File: src/logic/ccr_pkg.sv
package ccr_pkg;
	////////////////////////////////////////////////////////////////
	// Register addresses and field layouts
	localparam logic [7:0] ADDR_TIMERS     = 8'h05;
	localparam logic [7:0] ADDR_THRESHOLDS = 8'h06;
	localparam logic [7:0] ADDR_PULSE      = 8'h07;
	localparam logic [7:0] ADDR_TEMP       = 8'h08;
	localparam logic [7:0] ADDR_STATUS     = 8'h0B;
	localparam int         STATUS_FLAG_BIT = 3;
	// Arbitrary target address, not tied to any part
	localparam logic [6:0] I2C_ADDR_DEFAULT = 7'h42;

	typedef struct packed {
		logic       termination_enable;
		logic       indicator_pin_disable;
		logic [1:0] host_timeout_select;
		logic       safety_timer_enable;
		logic [1:0] fast_charge_time_limit;
		logic       half_rate_timer_enable;
	} ccr_timers_type;

	typedef struct packed {
		logic       reserved;
		logic       plugin_source_detect_enable;
		logic [1:0] thermal_regulation_point;
		logic       charge_enable;
		logic       precharge_exit_threshold;
		logic [1:0] recharge_offset;
	} ccr_thresholds_type;

	typedef struct packed {
		logic       pulse_mode_disable;
		logic       host_timeout_kick;
		logic [1:0] top_off_duration;
		logic [3:0] reserved;
	} ccr_pulse_type;

	typedef struct packed {
		logic [2:0] reserved;
		logic [1:0] warm_voltage_setting;
		logic       warm_current_setting;
		logic [1:0] cool_current_setting;
	} ccr_temp_type;

	localparam logic [7:0] TIMERS_RST     = 8'h9D;
	localparam logic [7:0] THRESHOLDS_RST = 8'h7D;
	localparam logic [7:0] PULSE_RST      = 8'h00;
	localparam logic [7:0] TEMP_RST       = 8'h0D;
	localparam logic [7:0] WMASK_THRESH   = 8'h7F;
	localparam logic [7:0] WMASK_PULSE    = 8'hF0;
	localparam logic [7:0] WMASK_TEMP     = 8'h1F;
	localparam logic [7:0] PULSE_ONES     = 8'h02;
	localparam logic [7:0] KEEP_THRESH    = 8'h03;
	localparam logic [7:0] KEEP_PULSE     = 8'h80;

	////////////////////////////////////////////////////////////////
	// Timing: a 1 ms tick drives every long timer
	localparam int CLOCK_MHZ   = 100;
	localparam int TICK_US     = 1000;
	localparam int TICK_CYCLES = CLOCK_MHZ * TICK_US;
	localparam int MS_PER_S    = 1000;
	localparam int MS_PER_MIN  = 60 * MS_PER_S;
	localparam int MS_PER_H    = 60 * MS_PER_MIN;
	localparam int WD_40_S     = 40;
	localparam int WD_80_S     = 80;
	localparam int WD_160_S    = 160;
	localparam int CHG_5_H     = 5;
	localparam int CHG_8_H     = 8;
	localparam int CHG_12_H    = 12;
	localparam int CHG_20_H    = 20;
	localparam int TOP_15_MIN  = 15;
	localparam int TOP_30_MIN  = 30;
	localparam int TOP_45_MIN  = 45;
	localparam int TIMER_W     = 27;

	// Analog set points reported to the regulation loops
	localparam int PRECHG_LOW_MV  = 2800;
	localparam int PRECHG_HIGH_MV = 3000;
	localparam int RECHG_BASE_MV  = 50;
	localparam int RECHG_STEP_MV  = 50;
	localparam int THERMAL_REGULATION_POINT_BASE_C    = 60;
	localparam int THERMAL_REGULATION_POINT_STEP_C    = 20;
	localparam int WARM_LOW_MV    = 8000;
	localparam int WARM_HIGH_MV   = 8300;
	localparam int PCT_FULL       = 100;
	localparam int PCT_40         = 40;
	localparam int PCT_20         = 20;

	typedef enum logic [3:0] {
		ST_IDLE = 4'h0,
		ST_ADDR = 4'h1,
		ST_AACK = 4'h2,
		ST_PTR  = 4'h3,
		ST_PACK = 4'h4,
		ST_WR   = 4'h5,
		ST_WACK = 4'h6,
		ST_RD   = 4'h7,
		ST_RACK = 4'h8
	} ccr_state_type;

	typedef struct packed {
		logic        terminate_charge;
		logic        charge_run;
		logic        charge_suspend;
		logic        reverse_output_active;
		logic        pulse_mode_allowed;
		logic        source_detect_start;
		logic        safety_expired;
		logic        top_off_done;
		logic [6:0]  current_percent;
		logic        warm_target_valid;
		logic [13:0] warm_target_mv;
		logic [11:0] precharge_exit_mv;
		logic [7:0]  recharge_offset_mv;
		logic [6:0]  thermal_limit_c;
	} ccr_ctl_type;

	// Code 00 gives zero, meaning the timer is off
	function automatic logic [TIMER_W-1:0] code_to_ms(input logic [1:0] code, input int t1, input int t2,
		input int t3, input int unit_ms);
		int t;
		t = (code == 2'b01) ? t1 : (code == 2'b10) ? t2 : (code == 2'b11) ? t3 : 0;
		return TIMER_W'(t * unit_ms);
	endfunction : code_to_ms
endpackage : ccr_pkg

File: src/logic/ccr_ms_timer.sv
`timescale 1ns/1ns
module ccr_ms_timer (
	input  wire logic                        clock,
	input  wire logic                        sys_rst,
	input  wire logic                        restart,
	input  wire logic                        advance,
	input  wire logic [ccr_pkg::TIMER_W-1:0] limit,
	output logic                             expired
);
	import ccr_pkg::*;

	logic [TIMER_W-1:0] count;

	// Limit of zero means disabled; expiry holds until restarted
	always_ff @(posedge clock) begin
		if (sys_rst || restart) begin
			count   <= '0;
			expired <= 1'b0;
		end else if (advance && limit != '0 && !expired) begin
			if (count + 1'b1 >= limit)
				expired <= 1'b1;
			count <= count + 1'b1;
		end
	end
endmodule : ccr_ms_timer

File: src/logic/ccr_charger_control.sv
`timescale 1ns/1ns
// Summary of operation
// - Termination stops charging only while the termination enable bit is 1.
// - Indicator pin is driven while its disable bit is 0 and charging is 1, released otherwise.
// - Host timeout select: 00 off, 01 40 s, 10 80 s, 11 160 s.
// - Host writes kick bit 1 to restart timeout; device clears it afterwards.
// - Safety timer runs only while its enable bit is 1.
// - Fast-charge limit: 5, 8, 12 or 20 hours by code.
// - Half-rate bit slows safety timer during input limiting or thermal regulation.
// - Plug-in starts source detection only while auto detect enable is 1.
// - Thermal regulation point: 60, 80, 100 or 120 degrees by code.
// - Charge enable allows charging and wins over reverse output enable.
// - Precharge exit threshold is 2.8 V at 0, 3.0 V at 1.
// - Recharge offset is 50 mV plus 50 mV per code step.
// - Pulse mode operation allowed while its disable bit is 0.
// - Top-off duration: off, 15, 30 or 45 minutes by code.
// - Warm band voltage: suspend, 8.0 V, 8.3 V or unchanged.
// - Warm band current is 40 percent at 0, 100 percent at 1.
// - Cool band current: suspend, 20, 40 or 100 percent.
// - Reserved bits read 0, except bit 1 at address 07h reads 1.
// - Top bit of address 06h always reads 0.
// - Timeout flag reads 1 from expiry until the next kick, 0 otherwise.
module ccr_charger_control #(
	parameter int         TICK_CYCLES = ccr_pkg::TICK_CYCLES,
	parameter logic [6:0] I2C_ADDR    = ccr_pkg::I2C_ADDR_DEFAULT
) (
	input  wire logic          clock,
	input  wire logic          sys_rst,
	input  wire logic          i2c_scl,
	input  wire logic          i2c_sda_in,
	output logic               i2c_sda_out,
	output logic               i2c_sda_oe_n,
	input  wire logic          input_supply_rail,
	input  wire logic          temp_warm,
	input  wire logic          temp_cool,
	input  wire logic          input_limit_regulation,
	input  wire logic          thermal_regulation,
	input  wire logic          term_current_reached,
	input  wire logic          charging,
	input  wire logic          charge_start,
	input  wire logic          top_off_start,
	input  wire logic          reverse_output_enable,
	input  wire logic          reg_defaults_rst,
	output logic               indicator_out,
	output logic               indicator_oe_n,
	output logic               host_timeout_flag,
	output ccr_pkg::ccr_ctl_type ctl
);
	import ccr_pkg::*;

	////////////////////////////////////////////////////////////////
	// Pin synchronisers: stage a is read only by stage b
	logic [7:0] pin_raw;
	logic [7:0] sync_a;
	logic [7:0] sync_b;
	logic       scl_d;
	logic       sda_d;
	logic       supply_d;

	assign pin_raw = {i2c_scl, i2c_sda_in, input_supply_rail, temp_warm,
		temp_cool, input_limit_regulation, thermal_regulation, term_current_reached};

	always_ff @(posedge clock) begin
		if (sys_rst) begin
			sync_a <= 8'hC0;
			sync_b <= 8'hC0;
		end else begin
			sync_a <= pin_raw;
			sync_b <= sync_a;
		end
	end

	wire scl_s    = sync_b[7];
	wire sda_s    = sync_b[6];
	wire supply_s = sync_b[5];
	wire warm_s   = sync_b[4];
	wire cool_s   = sync_b[3];
	wire ilim_s   = sync_b[2];
	wire thermal_regulation_point_s   = sync_b[1];
	wire iterm_s  = sync_b[0];

	always_ff @(posedge clock) begin
		if (sys_rst) begin
			scl_d    <= 1'b1;
			sda_d    <= 1'b1;
			supply_d <= 1'b0;
		end else begin
			scl_d    <= scl_s;
			sda_d    <= sda_s;
			supply_d <= supply_s;
		end
	end

	// Bus conditions seen on the synchronised lines
	wire scl_rise  = scl_s & ~scl_d;
	wire scl_fall  = ~scl_s & scl_d;
	wire i2c_start = scl_s & scl_d & sda_d & ~sda_s;
	wire i2c_stop  = scl_s & scl_d & ~sda_d & sda_s;

	////////////////////////////////////////////////////////////////
	// Register storage
	ccr_timers_type     timers;
	ccr_thresholds_type thresholds;
	ccr_pulse_type      pulse;
	ccr_temp_type       temp;
	logic               wr_en;
	logic [7:0]         wr_addr;
	logic [7:0]         wr_data;
	logic               host_expired;
	logic               host_expired_d;
	// Registers go in as arguments so read data follows every change
	wire  [31:0]        reg_image = {timers, thresholds, pulse, temp};

	// Stored reserved bits are always zero; fixed ones are ORed in
	function automatic logic [7:0] read_byte(input logic [7:0] a, input logic [31:0] regs, input logic flag);
		case (a)
			ADDR_TIMERS:     return regs[31:24];
			ADDR_THRESHOLDS: return regs[23:16] & WMASK_THRESH;
			ADDR_PULSE:      return regs[15:8] | PULSE_ONES;
			ADDR_TEMP:       return regs[7:0] & WMASK_TEMP;
			ADDR_STATUS:     return 8'(flag) << STATUS_FLAG_BIT;
			default:         return 8'h00;
		endcase
	endfunction : read_byte

	////////////////////////////////////////////////////////////////
	// I2C target: address, register pointer, data with auto-increment
	ccr_state_type state;
	logic [3:0]    bit_cnt;
	logic [7:0]    shift;
	logic [7:0]    ptr;
	logic [7:0]    tx;
	wire  [7:0]    rd_now  = read_byte(ptr, reg_image, host_timeout_flag);
	wire  [7:0]    rd_next = read_byte(ptr + 8'h01, reg_image, host_timeout_flag);
	wire           byte_done = (bit_cnt == 4'h8);

	always_ff @(posedge clock) begin
		wr_en <= 1'b0;
		if (sys_rst) begin
			state        <= ST_IDLE;
			bit_cnt      <= 4'h0;
			shift        <= 8'h00;
			ptr          <= 8'h00;
			tx           <= 8'h00;
			wr_addr      <= 8'h00;
			wr_data      <= 8'h00;
			i2c_sda_oe_n <= 1'b1;
		end else if (i2c_start) begin
			state        <= ST_ADDR;
			bit_cnt      <= 4'h0;
			i2c_sda_oe_n <= 1'b1;
		end else if (i2c_stop) begin
			state        <= ST_IDLE;
			i2c_sda_oe_n <= 1'b1;
		end else if (scl_rise) begin
			// Controller acknowledge: a high level ends the read
			if (state == ST_RACK) begin
				if (sda_s)
					state <= ST_IDLE;
			end else if (!byte_done) begin
				shift   <= {shift[6:0], sda_s};
				bit_cnt <= bit_cnt + 4'h1;
			end
		end else if (scl_fall) begin
			case (state)
				ST_ADDR: begin
					if (byte_done) begin
						if (shift[7:1] == I2C_ADDR) begin
							state        <= ST_AACK;
							i2c_sda_oe_n <= 1'b0;
						end else begin
							state <= ST_IDLE;
						end
					end
				end
				ST_AACK: begin
					bit_cnt <= 4'h0;
					if (shift[0]) begin
						state        <= ST_RD;
						tx           <= rd_now;
						i2c_sda_oe_n <= rd_now[7];
					end else begin
						state        <= ST_PTR;
						i2c_sda_oe_n <= 1'b1;
					end
				end
				ST_PTR: begin
					if (byte_done) begin
						ptr          <= shift;
						state        <= ST_PACK;
						i2c_sda_oe_n <= 1'b0;
					end
				end
				ST_PACK: begin
					bit_cnt      <= 4'h0;
					state        <= ST_WR;
					i2c_sda_oe_n <= 1'b1;
				end
				ST_WR: begin
					if (byte_done) begin
						wr_en        <= 1'b1;
						wr_addr      <= ptr;
						wr_data      <= shift;
						state        <= ST_WACK;
						i2c_sda_oe_n <= 1'b0;
					end
				end
				ST_WACK: begin
					bit_cnt      <= 4'h0;
					ptr          <= ptr + 8'h01;
					state        <= ST_WR;
					i2c_sda_oe_n <= 1'b1;
				end
				ST_RD: begin
					if (byte_done) begin
						state        <= ST_RACK;
						i2c_sda_oe_n <= 1'b1;
					end else begin
						i2c_sda_oe_n <= tx[3'd7 - bit_cnt[2:0]];
					end
				end
				ST_RACK: begin
					bit_cnt      <= 4'h0;
					ptr          <= ptr + 8'h01;
					tx           <= rd_next;
					i2c_sda_oe_n <= rd_next[7];
					state        <= ST_RD;
				end
				default: begin
					state        <= ST_IDLE;
					i2c_sda_oe_n <= 1'b1;
				end
			endcase
		end
	end

	////////////////////////////////////////////////////////////////
	// Register updates: reset, timeout restore, host write, kick clear
	wire hit_timers = wr_en && wr_addr == ADDR_TIMERS;
	wire hit_thresh = wr_en && wr_addr == ADDR_THRESHOLDS;
	wire hit_pulse  = wr_en && wr_addr == ADDR_PULSE;
	wire hit_temp   = wr_en && wr_addr == ADDR_TEMP;
	wire reg_clear  = sys_rst | reg_defaults_rst;
	wire wd_event   = host_expired & ~host_expired_d;

	always_ff @(posedge clock) begin
		if (reg_clear || wd_event)
			timers <= ccr_timers_type'(TIMERS_RST);
		else if (hit_timers)
			timers <= ccr_timers_type'(wr_data);
	end

	always_ff @(posedge clock) begin
		if (reg_clear)
			thresholds <= ccr_thresholds_type'(THRESHOLDS_RST);
		else if (wd_event) // Recharge offset survives
			thresholds <= ccr_thresholds_type'((THRESHOLDS_RST & ~KEEP_THRESH) | (thresholds & KEEP_THRESH));
		else if (hit_thresh)
			thresholds <= ccr_thresholds_type'(wr_data & WMASK_THRESH);
	end

	// A new kick written in the clearing cycle wins
	always_ff @(posedge clock) begin
		if (reg_clear)
			pulse <= ccr_pulse_type'(PULSE_RST);
		else if (wd_event) // Pulse mode disable survives
			pulse <= ccr_pulse_type'((PULSE_RST & ~KEEP_PULSE) | (pulse & KEEP_PULSE));
		else if (hit_pulse)
			pulse <= ccr_pulse_type'(wr_data & WMASK_PULSE);
		else if (pulse.host_timeout_kick)
			pulse.host_timeout_kick <= 1'b0;
	end

	always_ff @(posedge clock) begin
		if (reg_clear || wd_event)
			temp <= ccr_temp_type'(TEMP_RST);
		else if (hit_temp)
			temp <= ccr_temp_type'(wr_data & WMASK_TEMP);
	end

	////////////////////////////////////////////////////////////////
	// Millisecond tick and the three timers
	// A one-cycle tick still needs a one-bit counter
	localparam int TICK_W = (TICK_CYCLES > 1) ? $clog2(TICK_CYCLES) : 1;
	logic [TICK_W-1:0]              tick_cnt;
	logic                           half_phase;
	logic                           safety_expired;
	logic                           top_off_done;
	wire                            tick = (tick_cnt == TICK_W'(TICK_CYCLES - 1));

	always_ff @(posedge clock) begin
		if (sys_rst || tick) begin
			tick_cnt <= '0;
		end else begin
			tick_cnt <= tick_cnt + 1'b1;
		end
		half_phase <= sys_rst ? 1'b0 : half_phase ^ tick;
	end

	wire [TIMER_W-1:0] host_limit = code_to_ms(timers.host_timeout_select, WD_40_S, WD_80_S,
		WD_160_S, MS_PER_S);
	wire [TIMER_W-1:0] safety_limit = code_to_ms(timers.fast_charge_time_limit, CHG_8_H, CHG_12_H,
		CHG_20_H, MS_PER_H) | ((timers.fast_charge_time_limit == 2'b00) ? TIMER_W'(CHG_5_H * MS_PER_H)
		: '0);
	wire [TIMER_W-1:0] top_limit = code_to_ms(pulse.top_off_duration, TOP_15_MIN, TOP_30_MIN,
		TOP_45_MIN, MS_PER_MIN);
	// Half speed only while limiting or in thermal regulation
	wire slow_rate = timers.half_rate_timer_enable & (ilim_s | thermal_regulation_point_s);
	wire safety_adv = tick & charging & (~slow_rate | half_phase);

	// Kick restarts the count in the same edge that clears the bit
	ccr_ms_timer u_host_timer (
		.clock   (clock),
		.sys_rst (sys_rst),
		.restart (pulse.host_timeout_kick | (timers.host_timeout_select == 2'b00)),
		.advance (tick),
		.limit   (host_limit),
		.expired (host_expired)
	);

	ccr_ms_timer u_safety_timer (
		.clock   (clock),
		.sys_rst (sys_rst),
		.restart (charge_start | ~timers.safety_timer_enable),
		.advance (safety_adv),
		.limit   (safety_limit),
		.expired (safety_expired)
	);

	ccr_ms_timer u_top_timer (
		.clock   (clock),
		.sys_rst (sys_rst),
		.restart (top_off_start),
		.advance (tick),
		.limit   (top_limit),
		.expired (top_off_done)
	);

	// Flag set wins over a kick in the same cycle
	always_ff @(posedge clock) begin
		if (sys_rst) begin
			host_expired_d    <= 1'b0;
			host_timeout_flag <= 1'b0;
		end else begin
			host_expired_d <= host_expired;
			if (wd_event)
				host_timeout_flag <= 1'b1;
			else if (pulse.host_timeout_kick)
				host_timeout_flag <= 1'b0;
		end
	end

	////////////////////////////////////////////////////////////////
	// Charge control decode
	wire warm_susp = warm_s & (temp.warm_voltage_setting == 2'b00);
	wire cool_susp = cool_s & (temp.cool_current_setting == 2'b00);
	wire [6:0] warm_pct = temp.warm_current_setting ? 7'(PCT_FULL) : 7'(PCT_40);
	wire [6:0] cool_pct = (temp.cool_current_setting == 2'b11) ? 7'(PCT_FULL) :
		(temp.cool_current_setting == 2'b10) ? 7'(PCT_40) :
		(temp.cool_current_setting == 2'b01) ? 7'(PCT_20) : 7'h00;
	ccr_ctl_type next_ctl;

	always_comb begin
		next_ctl                       = '0;
		next_ctl.terminate_charge      = iterm_s & timers.termination_enable;
		next_ctl.charge_suspend        = warm_susp | cool_susp;
		next_ctl.charge_run            = thresholds.charge_enable & ~warm_susp & ~cool_susp
			& ~safety_expired;
		next_ctl.reverse_output_active = reverse_output_enable & ~thresholds.charge_enable;
		next_ctl.pulse_mode_allowed    = ~pulse.pulse_mode_disable;
		next_ctl.source_detect_start   = supply_s & ~supply_d
			& thresholds.plugin_source_detect_enable;
		next_ctl.safety_expired        = safety_expired;
		next_ctl.top_off_done          = top_off_done;
		next_ctl.current_percent       = warm_s ? warm_pct : cool_s ? cool_pct : 7'(PCT_FULL);
		next_ctl.warm_target_valid     = warm_s & (temp.warm_voltage_setting == 2'b01
			|| temp.warm_voltage_setting == 2'b10);
		next_ctl.warm_target_mv        = (temp.warm_voltage_setting == 2'b10) ? 14'(WARM_HIGH_MV)
			: 14'(WARM_LOW_MV);
		next_ctl.precharge_exit_mv     = thresholds.precharge_exit_threshold ? 12'(PRECHG_HIGH_MV)
			: 12'(PRECHG_LOW_MV);
		next_ctl.recharge_offset_mv    = 8'(RECHG_BASE_MV + RECHG_STEP_MV * int'(thresholds.recharge_offset));
		next_ctl.thermal_limit_c       = 7'(THERMAL_REGULATION_POINT_BASE_C + THERMAL_REGULATION_POINT_STEP_C
			* int'(thresholds.thermal_regulation_point));
	end

	// All outputs leave from flops
	always_ff @(posedge clock) begin
		if (sys_rst) begin
			ctl            <= '0;
			indicator_out  <= 1'b0;
			indicator_oe_n <= 1'b1;
			i2c_sda_out    <= 1'b0;
		end else begin
			ctl            <= next_ctl;
			indicator_out  <= 1'b0;
			indicator_oe_n <= timers.indicator_pin_disable | ~charging;
			i2c_sda_out    <= 1'b0;
		end
	end

	wire [7:0] rd_pulse_view  = read_byte(ADDR_PULSE, reg_image, host_timeout_flag);
	wire [7:0] rd_thresh_view = read_byte(ADDR_THRESHOLDS, reg_image, host_timeout_flag);
	wire [7:0] rd_temp_view   = read_byte(ADDR_TEMP, reg_image, host_timeout_flag);
endmodule : ccr_charger_control

File: config.mk
export PLATFORM = sky130hd
export DESIGN_NAME = ccr_charger_control
export DESIGN_NICKNAME = d
export VERILOG_FILES = /design/src/logic/ccr_pkg.sv /design/src/logic/ccr_ms_timer.sv /design/src/logic/ccr_charger_control.sv
export SDC_FILE = /design/constraint.sdc
export NUM_CORES = 1
export LEC_CHECK = 0
export BUFFER_PORTS_ARGS = -buffer_cell sky130_fd_sc_hd__buf_4
export CORE_MARGIN = 5
export CORE_UTILIZATION = 45
export CTS_CLUSTER_DIAMETER = 60
export DETAILED_ROUTE_END_ITERATION = 8
export GPL_ROUTABILITY_DRIVEN = 0
export GPL_TIMING_DRIVEN = 0
export RECOVER_POWER = 100
export SLEW_MARGIN = 20
export SYNTH_ARGS = -nofsm -noshare
export SYNTH_HDL_FRONTEND = slang
export SYNTH_SLANG_ARGS = --single-unit
File: constraint.sdc
create_clock -name clock -period 7.48 [get_ports clock]
set_input_delay 0.748 -clock clock [delete_from_list [all_inputs] [get_ports clock]]
set_output_delay 0.748 -clock clock [all_outputs]
set_load 0.005 [all_outputs]
; Word-level counts from Yosys, hierarchy flattened
; Cells that the tools add are included.
; W data, S select, Z words.
[word_totals]
elab_cells = 293
register_bits = 255
[op_classes]
multipliers = 5
reduce_logical = 54
eq_ne = 58
magnitude_cmp = 4
add_sub_neg = 9
muxes = 53
bitwise = 53
[op_table]
columns = operator, count
row1 = $add A27 B1 Y27 const B, 3
row2 = $reduce_bool A27 Y1, 3
row3 = $pmux W8 S5, 2
row4 = $eq A8 B3 Y1 const B, 9
row5 = $mux W4, 13
row6 = $eq A8 B4 Y1 const B, 5
row7 = $mux W8, 5
row8 = $pmux W8 S2, 2
row9 = $mux W7, 4
row10 = $pmux W4 S7, 1
row11 = $ge A27 B18 Y1, 1
row12 = $ge A27 B22 Y1, 1
row13 = $ge A27 B27 Y1, 1
row14 = $or A27 B25 Y27, 1
row15 = $mux W25, 1
row16 = $mux W6, 4
row17 = $not A1 Y1, 23
row18 = $and A1 B1 Y1, 21
row19 = $mul A5 B15 Y20 const B, 1
row20 = $mux W5, 4
row21 = $ne A5 B5 Y1 const B, 4
row22 = $eq A2 B2 Y1 const B, 9
row23 = $reduce_and A6 Y1, 3
row24 = $add A17 B1 Y17 const B, 1
row25 = 44 further kinds, 114

; Longest topological paths before layout
; Gate-level depths: netlist of the first run.
[logic_depth]
word_depth = 10
mapped_depth = 14
ltp_nobuf = 14

; By module
; A second synthesis of the first run with hierarchy kept.
[hier_totals]
cells_unflattened = 1726
hier_area_um2 = 14336.2
[by_module_without_submodules]
columns = mod, seq_area_each_um2, cells_per_inst, area_per_inst_um2, instances
row1 = ccr_charger_control, 2882.8, 828, 7176.9, 1
row2 = ccr_ms_timer at u_host_timer ..., 560.5, 296, 2374.8, 2
row3 = ccr_ms_timer at u_top_timer, 560.5, 306, 2409.8, 1

; Least setup slack after synthesis of the first run
; No wires, ideal clock.
[synth_timing]
path_type = register -> register
from = register u_safety_timer.count[0]
to = register u_safety_timer.expired
arrival_ps = 2840
synth_period_minus_slack_ps = 2974
setup_slack_ps = 4506
setup_time_ps = 134
n_path_buf = 0
path_stages_with_launch = 14
required_ps = 7346
cell_sequence = dfxtp_1 -> ha_1 -> and2_1 -> and2_1 -> nand4_1 -> nor2_1 -> xor2_1 -> ha_1 -> a21o_1 -> a21o_1 -> a2111oi_0 -> nor4_1 -> o311ai_0 -> nand3_1
[synth_via]
elab_chain_len = 3
[synth_lines]
columns = item, line
row1 = start: declaration, ccr_ms_timer.sv:12  ; logic [TIMER_W-1:0] count;
row2 = start signal: assignment, ccr_ms_timer.sv:22  ; count <= count + 1'b1;
row3 = $add A27 B1 Y27, ccr_ms_timer.sv:20  ; if (count + 1'b1 >= limit)
row4 = $ge A27 B27 Y1, ccr_ms_timer.sv:20
row5 = $reduce_and A2 Y1 (no source line), -
row6 = end signal: assignment, ccr_ms_timer.sv:18  ; expired <= 1'b0;
row7 = end signal: assignment, ccr_ms_timer.sv:21  ; expired <= 1'b1;
row8 = end: declaration, ccr_ms_timer.sv:8  ; output logic expired
; Every way passes these cells.
; A chain may end at the register's enable or synchronous reset.

; Worst setup path in the final report of the first run
[layout_timing]
from = register u_host_timer.count[0]
to = register u_host_timer.expired
[layout_via]
elab_chain_len = 3
[layout_lines]
columns = item, line
row1 = start: declaration, ccr_ms_timer.sv:12
row2 = start signal: assignment, ccr_ms_timer.sv:22
row3 = $add A27 B1 Y27, ccr_ms_timer.sv:20
row4 = $ge A27 B18 Y1, ccr_ms_timer.sv:20
row5 = $reduce_and A2 Y1 (no source line), -
row6 = end signal: assignment, ccr_ms_timer.sv:18
row7 = end signal: assignment, ccr_ms_timer.sv:21
row8 = end: declaration, ccr_ms_timer.sv:8
; Every way passes these cells.

==> impl_metrics.prom, run 1 <==
# TYPE chip_impl_metric gauge
chip_impl_info{name="run_status",value="complete, no violations"} 1
chip_impl_metric{name="postRouteAntennaNets",unit=""} 0
chip_impl_metric{name="finalNonFillerCells",unit=""} 2044
chip_impl_info{name="critPathLaunchType",value="flip-flop"} 1
chip_impl_info{name="tritoncts_clock_tree",value="built"} 1
chip_impl_metric{name="power.static_leakage",unit="nW"} 5.90
chip_impl_info{name="min-delay-path-class",value="primary input to flip-flop"} 1
chip_impl_metric{name="pin_count",unit=""} 77
chip_impl_metric{name="syn-mean-instance-area",unit="um^2"} 8.32
chip_impl_metric{name="std_cell_rows",unit=""} 61
chip_impl_metric{name="hold_viol",unit=""} 0
chip_impl_metric{name="crit_required",unit="ps"} 7890
chip_impl_metric{name="global_route_wire_length_before_repair",unit="mm"} 53.6
chip_impl_metric{name="grt_start_max_net_pins",unit=""} 14
chip_impl_info{name="cts.root.buffer_cell",value="sky130_fd_sc_hd__clkbuf_16"} 1
chip_impl_metric{name="relSlewSlack",unit="%"} 22.2
chip_impl_metric{name="fillCellCount",unit=""} 2700
chip_impl_metric{name="post_synth_instance_area",unit="um^2"} 12800
chip_impl_metric{name="finish.net_count",unit=""} 1755
chip_impl_metric{name="postCtsHoldBufs",unit=""} 0
chip_impl_metric{name="finalCoreUtilization",unit="%"} 52.7
chip_impl_metric{name="layout.cell_area.non_filler",unit="um^2"} 14700
chip_impl_metric{name="gr-usage-all-layers",unit="%"} 20.3
chip_impl_metric{name="die_y",unit="um"} 179
chip_impl_metric{name="crit_path_max_incr_delay",unit="ps"} 940
chip_impl_metric{name="postCtsResizedCells",unit=""} 0
chip_impl_info{name="timing.critical_path.cells",value="ha_1 > nand2_1 > nor4_1 > nand3_1 > xnor2_1 > ha_1 > a21oi_1 > o221ai_1 > a221oi_1 > o31ai_1 > a32oi_1 > a21oi_1"} 1
chip_impl_info{name="layout_commonest_cell",value="sky130_fd_sc_hd__dfxtp_1"} 1
chip_impl_metric{name="drive_above_1_share",unit="%"} 10.0
chip_impl_metric{name="pre_cts_ws",unit="ps"} 3940
chip_impl_metric{name="timing.final.setup_violations",unit=""} 0
chip_impl_metric{name="finalWorstSetupSlack",unit="ps"} 3920
chip_impl_metric{name="numCtsBuffers",unit=""} 28
chip_impl_metric{name="cts.sinks",unit=""} 228
chip_impl_metric{name="insertedDiodeCount",unit=""} 0
chip_impl_metric{name="vias",unit=""} 10909
chip_impl_metric{name="place_area",unit="um^2"} 13800
chip_impl_metric{name="clock_insertion_delay_worst_skew",unit="ps"} 550
chip_impl_metric{name="max_freq",unit="GHz"} 0.281
chip_impl_metric{name="die_area",unit="um^2"} 32000
chip_impl_metric{name="detail_route.wirelength",unit="mm"} 32.4
chip_impl_metric{name="design.core.area",unit="um^2"} 27900
chip_impl_metric{name="gr-total-overflow",unit=""} 0
chip_impl_metric{name="irDropWorstVdd",unit="V"} 0.000146
chip_impl_metric{name="worstMarginPinSlew",unit="ps"} 1160
chip_impl_info{name="cp_slowest_cell",value="sky130_fd_sc_hd__nor4_1"} 1
chip_impl_metric{name="maxCapViolCount",unit=""} 0
chip_impl_metric{name="io_buffers",unit=""} 61
chip_impl_info{name="cp_top_family",value="simple AND/OR/NAND/NOR gates"} 1
chip_impl_metric{name="post_cts.repair.setup_buffers",unit=""} 0
chip_impl_metric{name="ys_seq_elements",unit=""} 228
chip_impl_info{name="synth_area_leader_cell",value="sky130_fd_sc_hd__dfxtp_1"} 1
chip_impl_metric{name="detailedRoute.firstPassIterationCount",unit=""} 5
chip_impl_metric{name="total_power_density_per_cell_area",unit="nW/um^2"} 185
chip_impl_metric{name="die_width",unit="um"} 179
chip_impl_metric{name="path_max_fanout",unit=""} 6
chip_impl_metric{name="signed_area_change_from_the_synthesized_netlist_to_the_final_layout",unit="%"} 14.8
chip_impl_metric{name="final.setup_skew",unit="ps"} 25.8
chip_impl_info{name="path_class",value="flip-flop to flip-flop"} 1
chip_impl_metric{name="hpwl",unit="mm"} 24.0
chip_impl_metric{name="drt-wirelength-per-cell",unit="um"} 15.8
chip_impl_metric{name="synth_top_area_share",unit="%"} 35.6
chip_impl_metric{name="synth.yosys.seq_area_share",unit="%"} 35.6
chip_impl_metric{name="netlist_instances",unit=""} 1540
chip_impl_info{name="rsz_0062_raised_after_global_routing",value="no"} 1
chip_impl_metric{name="ys_async_sr_fraction",unit="%"} 0
chip_impl_metric{name="worstPathArrival",unit="ps"} 3970
chip_impl_metric{name="tns",unit="ps"} 0
chip_impl_metric{name="ys_types",unit=""} 77
chip_impl_metric{name="drt_drc_violations_left",unit=""} 0
chip_impl_metric{name="numPlacedInstances",unit=""} 1993
chip_impl_metric{name="start_util",unit="%"} 45.9
chip_impl_metric{name="timing.critical_path.buf_inv",unit=""} 0
chip_impl_metric{name="yosysWarnings",unit=""} 0
chip_impl_metric{name="grt_pass1_vias",unit=""} 10564
chip_impl_metric{name="layout_worst_path_cycle_share",unit="%"} 47.5
chip_impl_metric{name="report.final.slew_viol_count",unit=""} 0
chip_impl_metric{name="post-route-min-period",unit="ps"} 3560
chip_impl_metric{name="first_iter_violations",unit=""} 806
chip_impl_metric{name="clock_path_buffers",unit=""} 3
chip_impl_metric{name="route.detailed.vias_per_inst",unit=""} 5.34
chip_impl_metric{name="clk_pin_slew",unit="ps"} 60
chip_impl_metric{name="initial_antenna_violation_count",unit=""} 1
chip_impl_metric{name="finalHoldWorstSlack",unit="ps"} 385
chip_impl_metric{name="p_total",unit="mW"} 2.72
chip_impl_info{name="layout.cells.most_common_list",value="sky130_fd_sc_hd__dfxtp_1, sky130_fd_sc_hd__nor2_1, sky130_fd_sc_hd__nand2_1"} 1
chip_impl_metric{name="synth_enable_flop_cells",unit=""} 0
chip_impl_info{name="end_kind",value="flip-flop"} 1
chip_impl_info{name="yosys_most_used_dff",value="sky130_fd_sc_hd__dfxtp_1"} 1
chip_impl_info{name="netlist_top_cells_area",value="sky130_fd_sc_hd__dfxtp_1, sky130_fd_sc_hd__ha_1, sky130_fd_sc_hd__nor2_1"} 1
chip_impl_metric{name="number_of_h_tree_levels",unit=""} 1
## final timing paths
| check | depth (start not counted) | end | start | slack, ps |
|---|---|---|---|---|
| max reg2reg | 12 | u_host_timer.expired | u_host_timer.count[0] | 3920 |
| min | 2 | indicator_oe_n | charging | 390 |
| min reg2reg | 1 | sync_b[6] | sync_a[6] | 410 |
| max | 12 | u_host_timer.expired | u_host_timer.count[0] | 3920 |
## state kept, by name (all words and copies together) (netlist names), 4 cells and up
signal / flops
bit_cnt: 4
state: 4
ctl: 30
wr_data: 8
u_top_timer.count: 27
ptr: 8
sync_a: 8
tx: 8
u_host_timer.count: 27
u_safety_timer.count: 27
shift: 8
sync_b: 8
tick_cnt: 17
rd_temp_view: 5
rd_thresh_view: 7
reg_image: 8
wr_addr: 8
pulse: 4
## area by class of cell
class | instances | area, um^2 | area share (%)
Multi-Input combinational cell | 1169 | 7560 | 51.4
Sequential cell | 228 | 4560 | 31.0
Clock buffer | 41 | 841 | 5.72
Buffer | 101 | 504 | 3.43
Tap cell | 378 | 473 | 3.21
Timing Repair Buffer | 61 | 428 | 2.91
Inverter | 56 | 210 | 1.43
Clock inverter | 10 | 134 | 0.910
## worst register-to-register path, cell delays in order, from the launching register on
cell and delay [ps]:
sky130_fd_sc_hd__dfxtp_1 450, sky130_fd_sc_hd__ha_1 300, sky130_fd_sc_hd__nand2_1 110, sky130_fd_sc_hd__nor4_1 940, sky130_fd_sc_hd__nand3_1 200, sky130_fd_sc_hd__xnor2_1 180, sky130_fd_sc_hd__ha_1 290, sky130_fd_sc_hd__a21oi_1 130
sky130_fd_sc_hd__o221ai_1 130, sky130_fd_sc_hd__a221oi_1 270, sky130_fd_sc_hd__o31ai_1 130, sky130_fd_sc_hd__a32oi_1 220, sky130_fd_sc_hd__a21oi_1 90
## layer usage
metal | part of all wire, % | vias up | global-route usage (%)
met5 | 0 | - | 0
met4 | 2.3 | 0 | 5.56
met3 | 4.5 | 53 | 2.34
met2 | 45 | 281 | 34.1
met1 | 48 | 5065 | 27.7
li1 | - | 5510 | -
## synthesized netlist by cell type (5+ instances only)
library cell	instances
sky130_fd_sc_hd__nand3b_1	5
sky130_fd_sc_hd__dfxtp_1	228
sky130_fd_sc_hd__o211ai_1	12
sky130_fd_sc_hd__buf_2	20
sky130_fd_sc_hd__nor2b_1	29
sky130_fd_sc_hd__xor2_1	71
sky130_fd_sc_hd__a222oi_1	6
sky130_fd_sc_hd__o21bai_1	5
sky130_fd_sc_hd__and4_1	8
sky130_fd_sc_hd__nand4_1	40
sky130_fd_sc_hd__o21ai_0	43
sky130_fd_sc_hd__nor2_1	199
sky130_fd_sc_hd__nand2_1	139
sky130_fd_sc_hd__nor4b_1	8
sky130_fd_sc_hd__ha_1	95
sky130_fd_sc_hd__o31ai_1	5
sky130_fd_sc_hd__a22oi_1	16
sky130_fd_sc_hd__and2_1	8
sky130_fd_sc_hd__or2_2	15
sky130_fd_sc_hd__xnor2_1	76
sky130_fd_sc_hd__mux2i_1	25
sky130_fd_sc_hd__nor4_1	12
sky130_fd_sc_hd__a21o_1	10
sky130_fd_sc_hd__nand3_1	70
sky130_fd_sc_hd__a31oi_1	6
sky130_fd_sc_hd__clkbuf_1	51
sky130_fd_sc_hd__o21a_1	5
sky130_fd_sc_hd__buf_4	29
sky130_fd_sc_hd__and3_1	25
sky130_fd_sc_hd__nand2b_1	9
sky130_fd_sc_hd__a21oi_1	70
sky130_fd_sc_hd__o21ai_1	7
sky130_fd_sc_hd__or3_1	19
sky130_fd_sc_hd__nor3_1	44
sky130_fd_sc_hd__inv_1	56
## logic make-up after synthesis
kind of cell / count (synthesis) / synth area share [%]
other: 1 / 0.0293
buffers and inverters: 157 / 5.64
and+or+nand+nor: 660 / 25.7
xor gates and xnor gates: 147 / 10.0
muxes: 27 / 2.30
AOI/OAI and AO/OA: 225 / 11.4
DFF: 228 / 35.6
adders and majority gates: 95 / 9.28
## power breakdown
part	total, mW	leakage [nW]	switching, mW	internal, mW
Clock	1.41	0.482	0.528	0.879
Sequential	1.23	1.85	0.00630	1.23
Combinational	0.0820	3.57	0.0486	0.0334
(Power assumes the default switching activity.)
==> run 2, diff against run 1 <==
ABC_AREA = 1   (was unset)
clock period = 3.35 ns   (was 7.48 ns; I/O delays follow)
==> run 2 against run 1 <==
Against the previous run:
- count of clock-buffer cells in the layout decreased by 5
- non-clock buffer count decreased by 21
- the flow now finishes with violations (max-capacitance violations)
- hold slack got worse by 340 ps
- clock power increased by 110%
- first-iteration DRC count decreased by 5.5%
- synthesized area increased by 2.5%
- sequential share of layout area decreased by 0.72 points
==> impl_metrics.prom, run 2 <==
# TYPE chip_impl_metric gauge
chip_impl_metric{name="ys_async_sr_fraction",unit="%"} 0
chip_impl_metric{name="worstPathArrival",unit="ps"} 3520
chip_impl_info{name="regToRegStartpoint",value="u_safety_timer.count[0]"} 1
chip_impl_metric{name="crit_required",unit="ps"} 3780
chip_impl_metric{name="clock_path_buffers",unit=""} 3
chip_impl_metric{name="synth_top_area_share",unit="%"} 34.7
chip_impl_info{name="failing_checks",value="max-capacitance violations"} 1
chip_impl_metric{name="report.final.slew_viol_count",unit=""} 0
chip_impl_metric{name="vias",unit=""} 12260
chip_impl_metric{name="netlist_instances",unit=""} 1851
chip_impl_metric{name="total_power_density_per_cell_area",unit="nW/um^2"} 395
chip_impl_info{name="run_status",value="finished with violations"} 1
chip_impl_info{name="critPathLaunchType",value="flip-flop"} 1
chip_impl_metric{name="design.core.area",unit="um^2"} 28800
chip_impl_metric{name="finalHoldWorstSlack",unit="ps"} 49.7
chip_impl_metric{name="synth_enable_flop_cells",unit=""} 0
chip_impl_metric{name="die_area",unit="um^2"} 32700
chip_impl_info{name="largest_register",value="ctl"} 1
chip_impl_info{name="netlist_top_cells_area",value="sky130_fd_sc_hd__dfxtp_1, sky130_fd_sc_hd__ha_1, sky130_fd_sc_hd__nand2_1"} 1
chip_impl_metric{name="yosysWarnings",unit=""} 0
chip_impl_metric{name="finalCoreUtilization",unit="%"} 52.4
chip_impl_info{name="timing.critical_path.cells",value="ha_2 > nand3_2 > nor2_4 > nand2_1 > nor2_4 > nand2_1 > nor3b_2 > xor2_1 > inv_1 > ha_1 > a21oi_1 > o21ai_0 > a21oi_1 > o21ai_1 > a21oi_1 > nand2_1 > nand2_1 > a21oi_1"} 1
chip_impl_metric{name="drive_above_1_share",unit="%"} 9.00
chip_impl_metric{name="gr-usage-all-layers",unit="%"} 21.2
chip_impl_metric{name="pin_count",unit=""} 77
chip_impl_info{name="layout.cells.most_common_list",value="sky130_fd_sc_hd__nand2_1, sky130_fd_sc_hd__inv_1, sky130_fd_sc_hd__nor2_1"} 1
chip_impl_metric{name="die_width",unit="um"} 181
chip_impl_metric{name="initial_antenna_violation_count",unit=""} 1
chip_impl_metric{name="post-route-min-period",unit="ps"} 3090
chip_impl_metric{name="std_cell_rows",unit=""} 62
chip_impl_metric{name="cts.sinks",unit=""} 228
chip_impl_info{name="cts.root.buffer_cell",value="sky130_fd_sc_hd__clkbuf_16"} 1
chip_impl_metric{name="post_synth_instance_area",unit="um^2"} 13100
chip_impl_metric{name="largest_reg_flops",unit=""} 30
chip_impl_info{name="cp-startpoint",value="u_safety_timer.count[0]"} 1
chip_impl_metric{name="finalWorstSetupSlack",unit="ps"} 257
chip_impl_info{name="synth_area_leader_cell",value="sky130_fd_sc_hd__dfxtp_1"} 1
chip_impl_metric{name="finish.net_count",unit=""} 2077
chip_impl_info{name="path_class",value="flip-flop to flip-flop"} 1
chip_impl_info{name="worst_setup_path_endpoint",value="u_safety_timer.expired"} 1
chip_impl_metric{name="numPlacedInstances",unit=""} 2309
chip_impl_metric{name="io_buffers",unit=""} 60
chip_impl_metric{name="path_max_fanout",unit=""} 6
chip_impl_metric{name="synth.yosys.seq_area_share",unit="%"} 34.7
chip_impl_metric{name="global_route_wire_length_before_repair",unit="mm"} 58.7
chip_impl_metric{name="worstMarginPinSlew",unit="ps"} 1470
chip_impl_info{name="rr_endpoint",value="u_safety_timer.expired"} 1
chip_impl_info{name="min-delay-path-class",value="primary input to flip-flop"} 1
chip_impl_metric{name="detail_route.wirelength",unit="mm"} 35.6
chip_impl_metric{name="clk_pin_slew",unit="ps"} 60
chip_impl_metric{name="irDropWorstVdd",unit="V"} 0.000319
chip_impl_metric{name="layout_worst_path_cycle_share",unit="%"} 92.3
chip_impl_metric{name="pre_cts_ws",unit="ps"} -19.2
chip_impl_info{name="tritoncts_clock_tree",value="built"} 1
chip_impl_metric{name="ys_seq_elements",unit=""} 228
chip_impl_metric{name="postRouteAntennaNets",unit=""} 0
chip_impl_metric{name="grt_start_max_net_pins",unit=""} 15
chip_impl_metric{name="signed_area_change_from_the_synthesized_netlist_to_the_final_layout",unit="%"} 14.7
chip_impl_metric{name="gr-total-overflow",unit=""} 0
chip_impl_metric{name="number_of_h_tree_levels",unit=""} 1
chip_impl_metric{name="first_iter_violations",unit=""} 762
chip_impl_metric{name="r2r_cells",unit=""} 18
chip_impl_info{name="cp_slowest_cell",value="sky130_fd_sc_hd__dfxtp_2"} 1
chip_impl_metric{name="numCtsBuffers",unit=""} 29
chip_impl_metric{name="drt-wirelength-per-cell",unit="um"} 15.0
chip_impl_info{name="yosys_most_used_dff",value="sky130_fd_sc_hd__dfxtp_1"} 1
chip_impl_metric{name="crit_path_max_incr_delay",unit="ps"} 390
chip_impl_info{name="post_synth_most_frequent_cells",value="sky130_fd_sc_hd__nand2_1, sky130_fd_sc_hd__inv_1, sky130_fd_sc_hd__nor2_1"} 1
chip_impl_metric{name="start_util",unit="%"} 45.7
chip_impl_info{name="layout_commonest_cell",value="sky130_fd_sc_hd__nand2_1"} 1
chip_impl_metric{name="hpwl",unit="mm"} 27.3
chip_impl_metric{name="clock_insertion_delay_worst_skew",unit="ps"} 550
chip_impl_metric{name="detailedRoute.firstPassIterationCount",unit=""} 5
chip_impl_metric{name="timing.final.setup_violations",unit=""} 0
chip_impl_metric{name="finalNonFillerCells",unit=""} 2372
chip_impl_metric{name="syn-mean-instance-area",unit="um^2"} 7.10
chip_impl_metric{name="grt_pass1_vias",unit=""} 11587
chip_impl_metric{name="hold_viol",unit=""} 0
chip_impl_info{name="end_kind",value="flip-flop"} 1
chip_impl_metric{name="drt_drc_violations_left",unit=""} 0
chip_impl_metric{name="maxCapViolCount",unit=""} 1
chip_impl_info{name="hold_start",value="reg_defaults_rst"} 1
chip_impl_metric{name="relSlewSlack",unit="%"} 0.631
chip_impl_metric{name="power.static_leakage",unit="nW"} 6.68
chip_impl_metric{name="ys_types",unit=""} 52
chip_impl_info{name="yosys.cell_count.top_type",value="sky130_fd_sc_hd__nand2_1"} 1
chip_impl_metric{name="layout.cell_area.non_filler",unit="um^2"} 15100
chip_impl_metric{name="max_freq",unit="GHz"} 0.323
chip_impl_metric{name="die_y",unit="um"} 181
chip_impl_metric{name="route.detailed.vias_per_inst",unit=""} 5.17
chip_impl_metric{name="final.setup_skew",unit="ps"} 13.5
chip_impl_metric{name="insertedDiodeCount",unit=""} 0
chip_impl_metric{name="place_area",unit="um^2"} 14100
chip_impl_metric{name="register_to_register_path_setup_slack",unit="ps"} 260
[run 2: worst min-delay path by stage]
stage | cells past startpoint | endpoint | slack [ps]
2_1_floorplan | 1 | ctl[51] | 370
3_3_place_gp | 1 | ctl[51] | 390
3_5_place_dp | 1 | ctl[51] | 390
4_1_cts | 3 | rd_thresh_view[0] | 30
5_1_grt | 3 | rd_thresh_view[0] | 60
6_report | 3 | rd_thresh_view[0] | 50
[run 2: what timing repair did]
action / in CTS / in global routing
gates resized for setup: 2 / 16
endpoints found under the setup margin: 1 / 3
hold buffers: 10 / 0
endpoints found under the hold margin: 10 / 0
buffers inserted: 0 / 1
pin swaps: 0 / 1
[run 2: power by group]
group / switching (mW) / internal [mW]
clock: 1.29 / 1.69
sequential: 0.0171 / 2.74
combinational: 0.125 / 0.0894
total: 1.43 / 4.52
[run 2: layout make-up]
cell class,instances,area [um^2]
tap,384,480
multi-input combinational,1298,7160
timing repair buffer,71,520
clock inverter,16,136
clock buffer,36,782
fill,2851,13700
buffer,70,410
sequential,228,4570
inverter,269,1010
[run 2: worst max-delay path: cells and delay by family, from the launching register on]
family          cells  cell delay [ps]
fa+ha+maj           2              560
simple gates        8             1100
flops               1              390
compound gates      6              600
buf+inv             1              110
xor+xnor            1              200
[run 2: kinds of logic (layout without fill, tap and decap cells)]
kind of cell,Yosys count,count (layout),synth area share [%]
XOR/XNOR,69,69,4.60
adder cells (fa/ha/maj),95,95,9.05
flip-flops,228,228,34.7
buffers and inverters,339,462,11.2
AO/OA/AOI/OAI,346,346,14.3
other,1,15,0.0285
AND/OR/NAND/NOR,773,773,26.1
[run 2: metrics by stage]
step	total power, mW	TNS [ps]
after floorplan	2.94	0
after global placement	3.03	0
after detailed placement	3.03	-19.2
after CTS	6.02	0
after global routing	6.16	-21.0
final	5.95	0
[run 2: per-layer routing]
layer | wire, um | GRT usage [%]
met4 | 861 | 5.26
met3 | 2050 | 3.58
met2 | 15700 | 34.1
met5 | 13 | 0
met1 | 17000 | 29.8
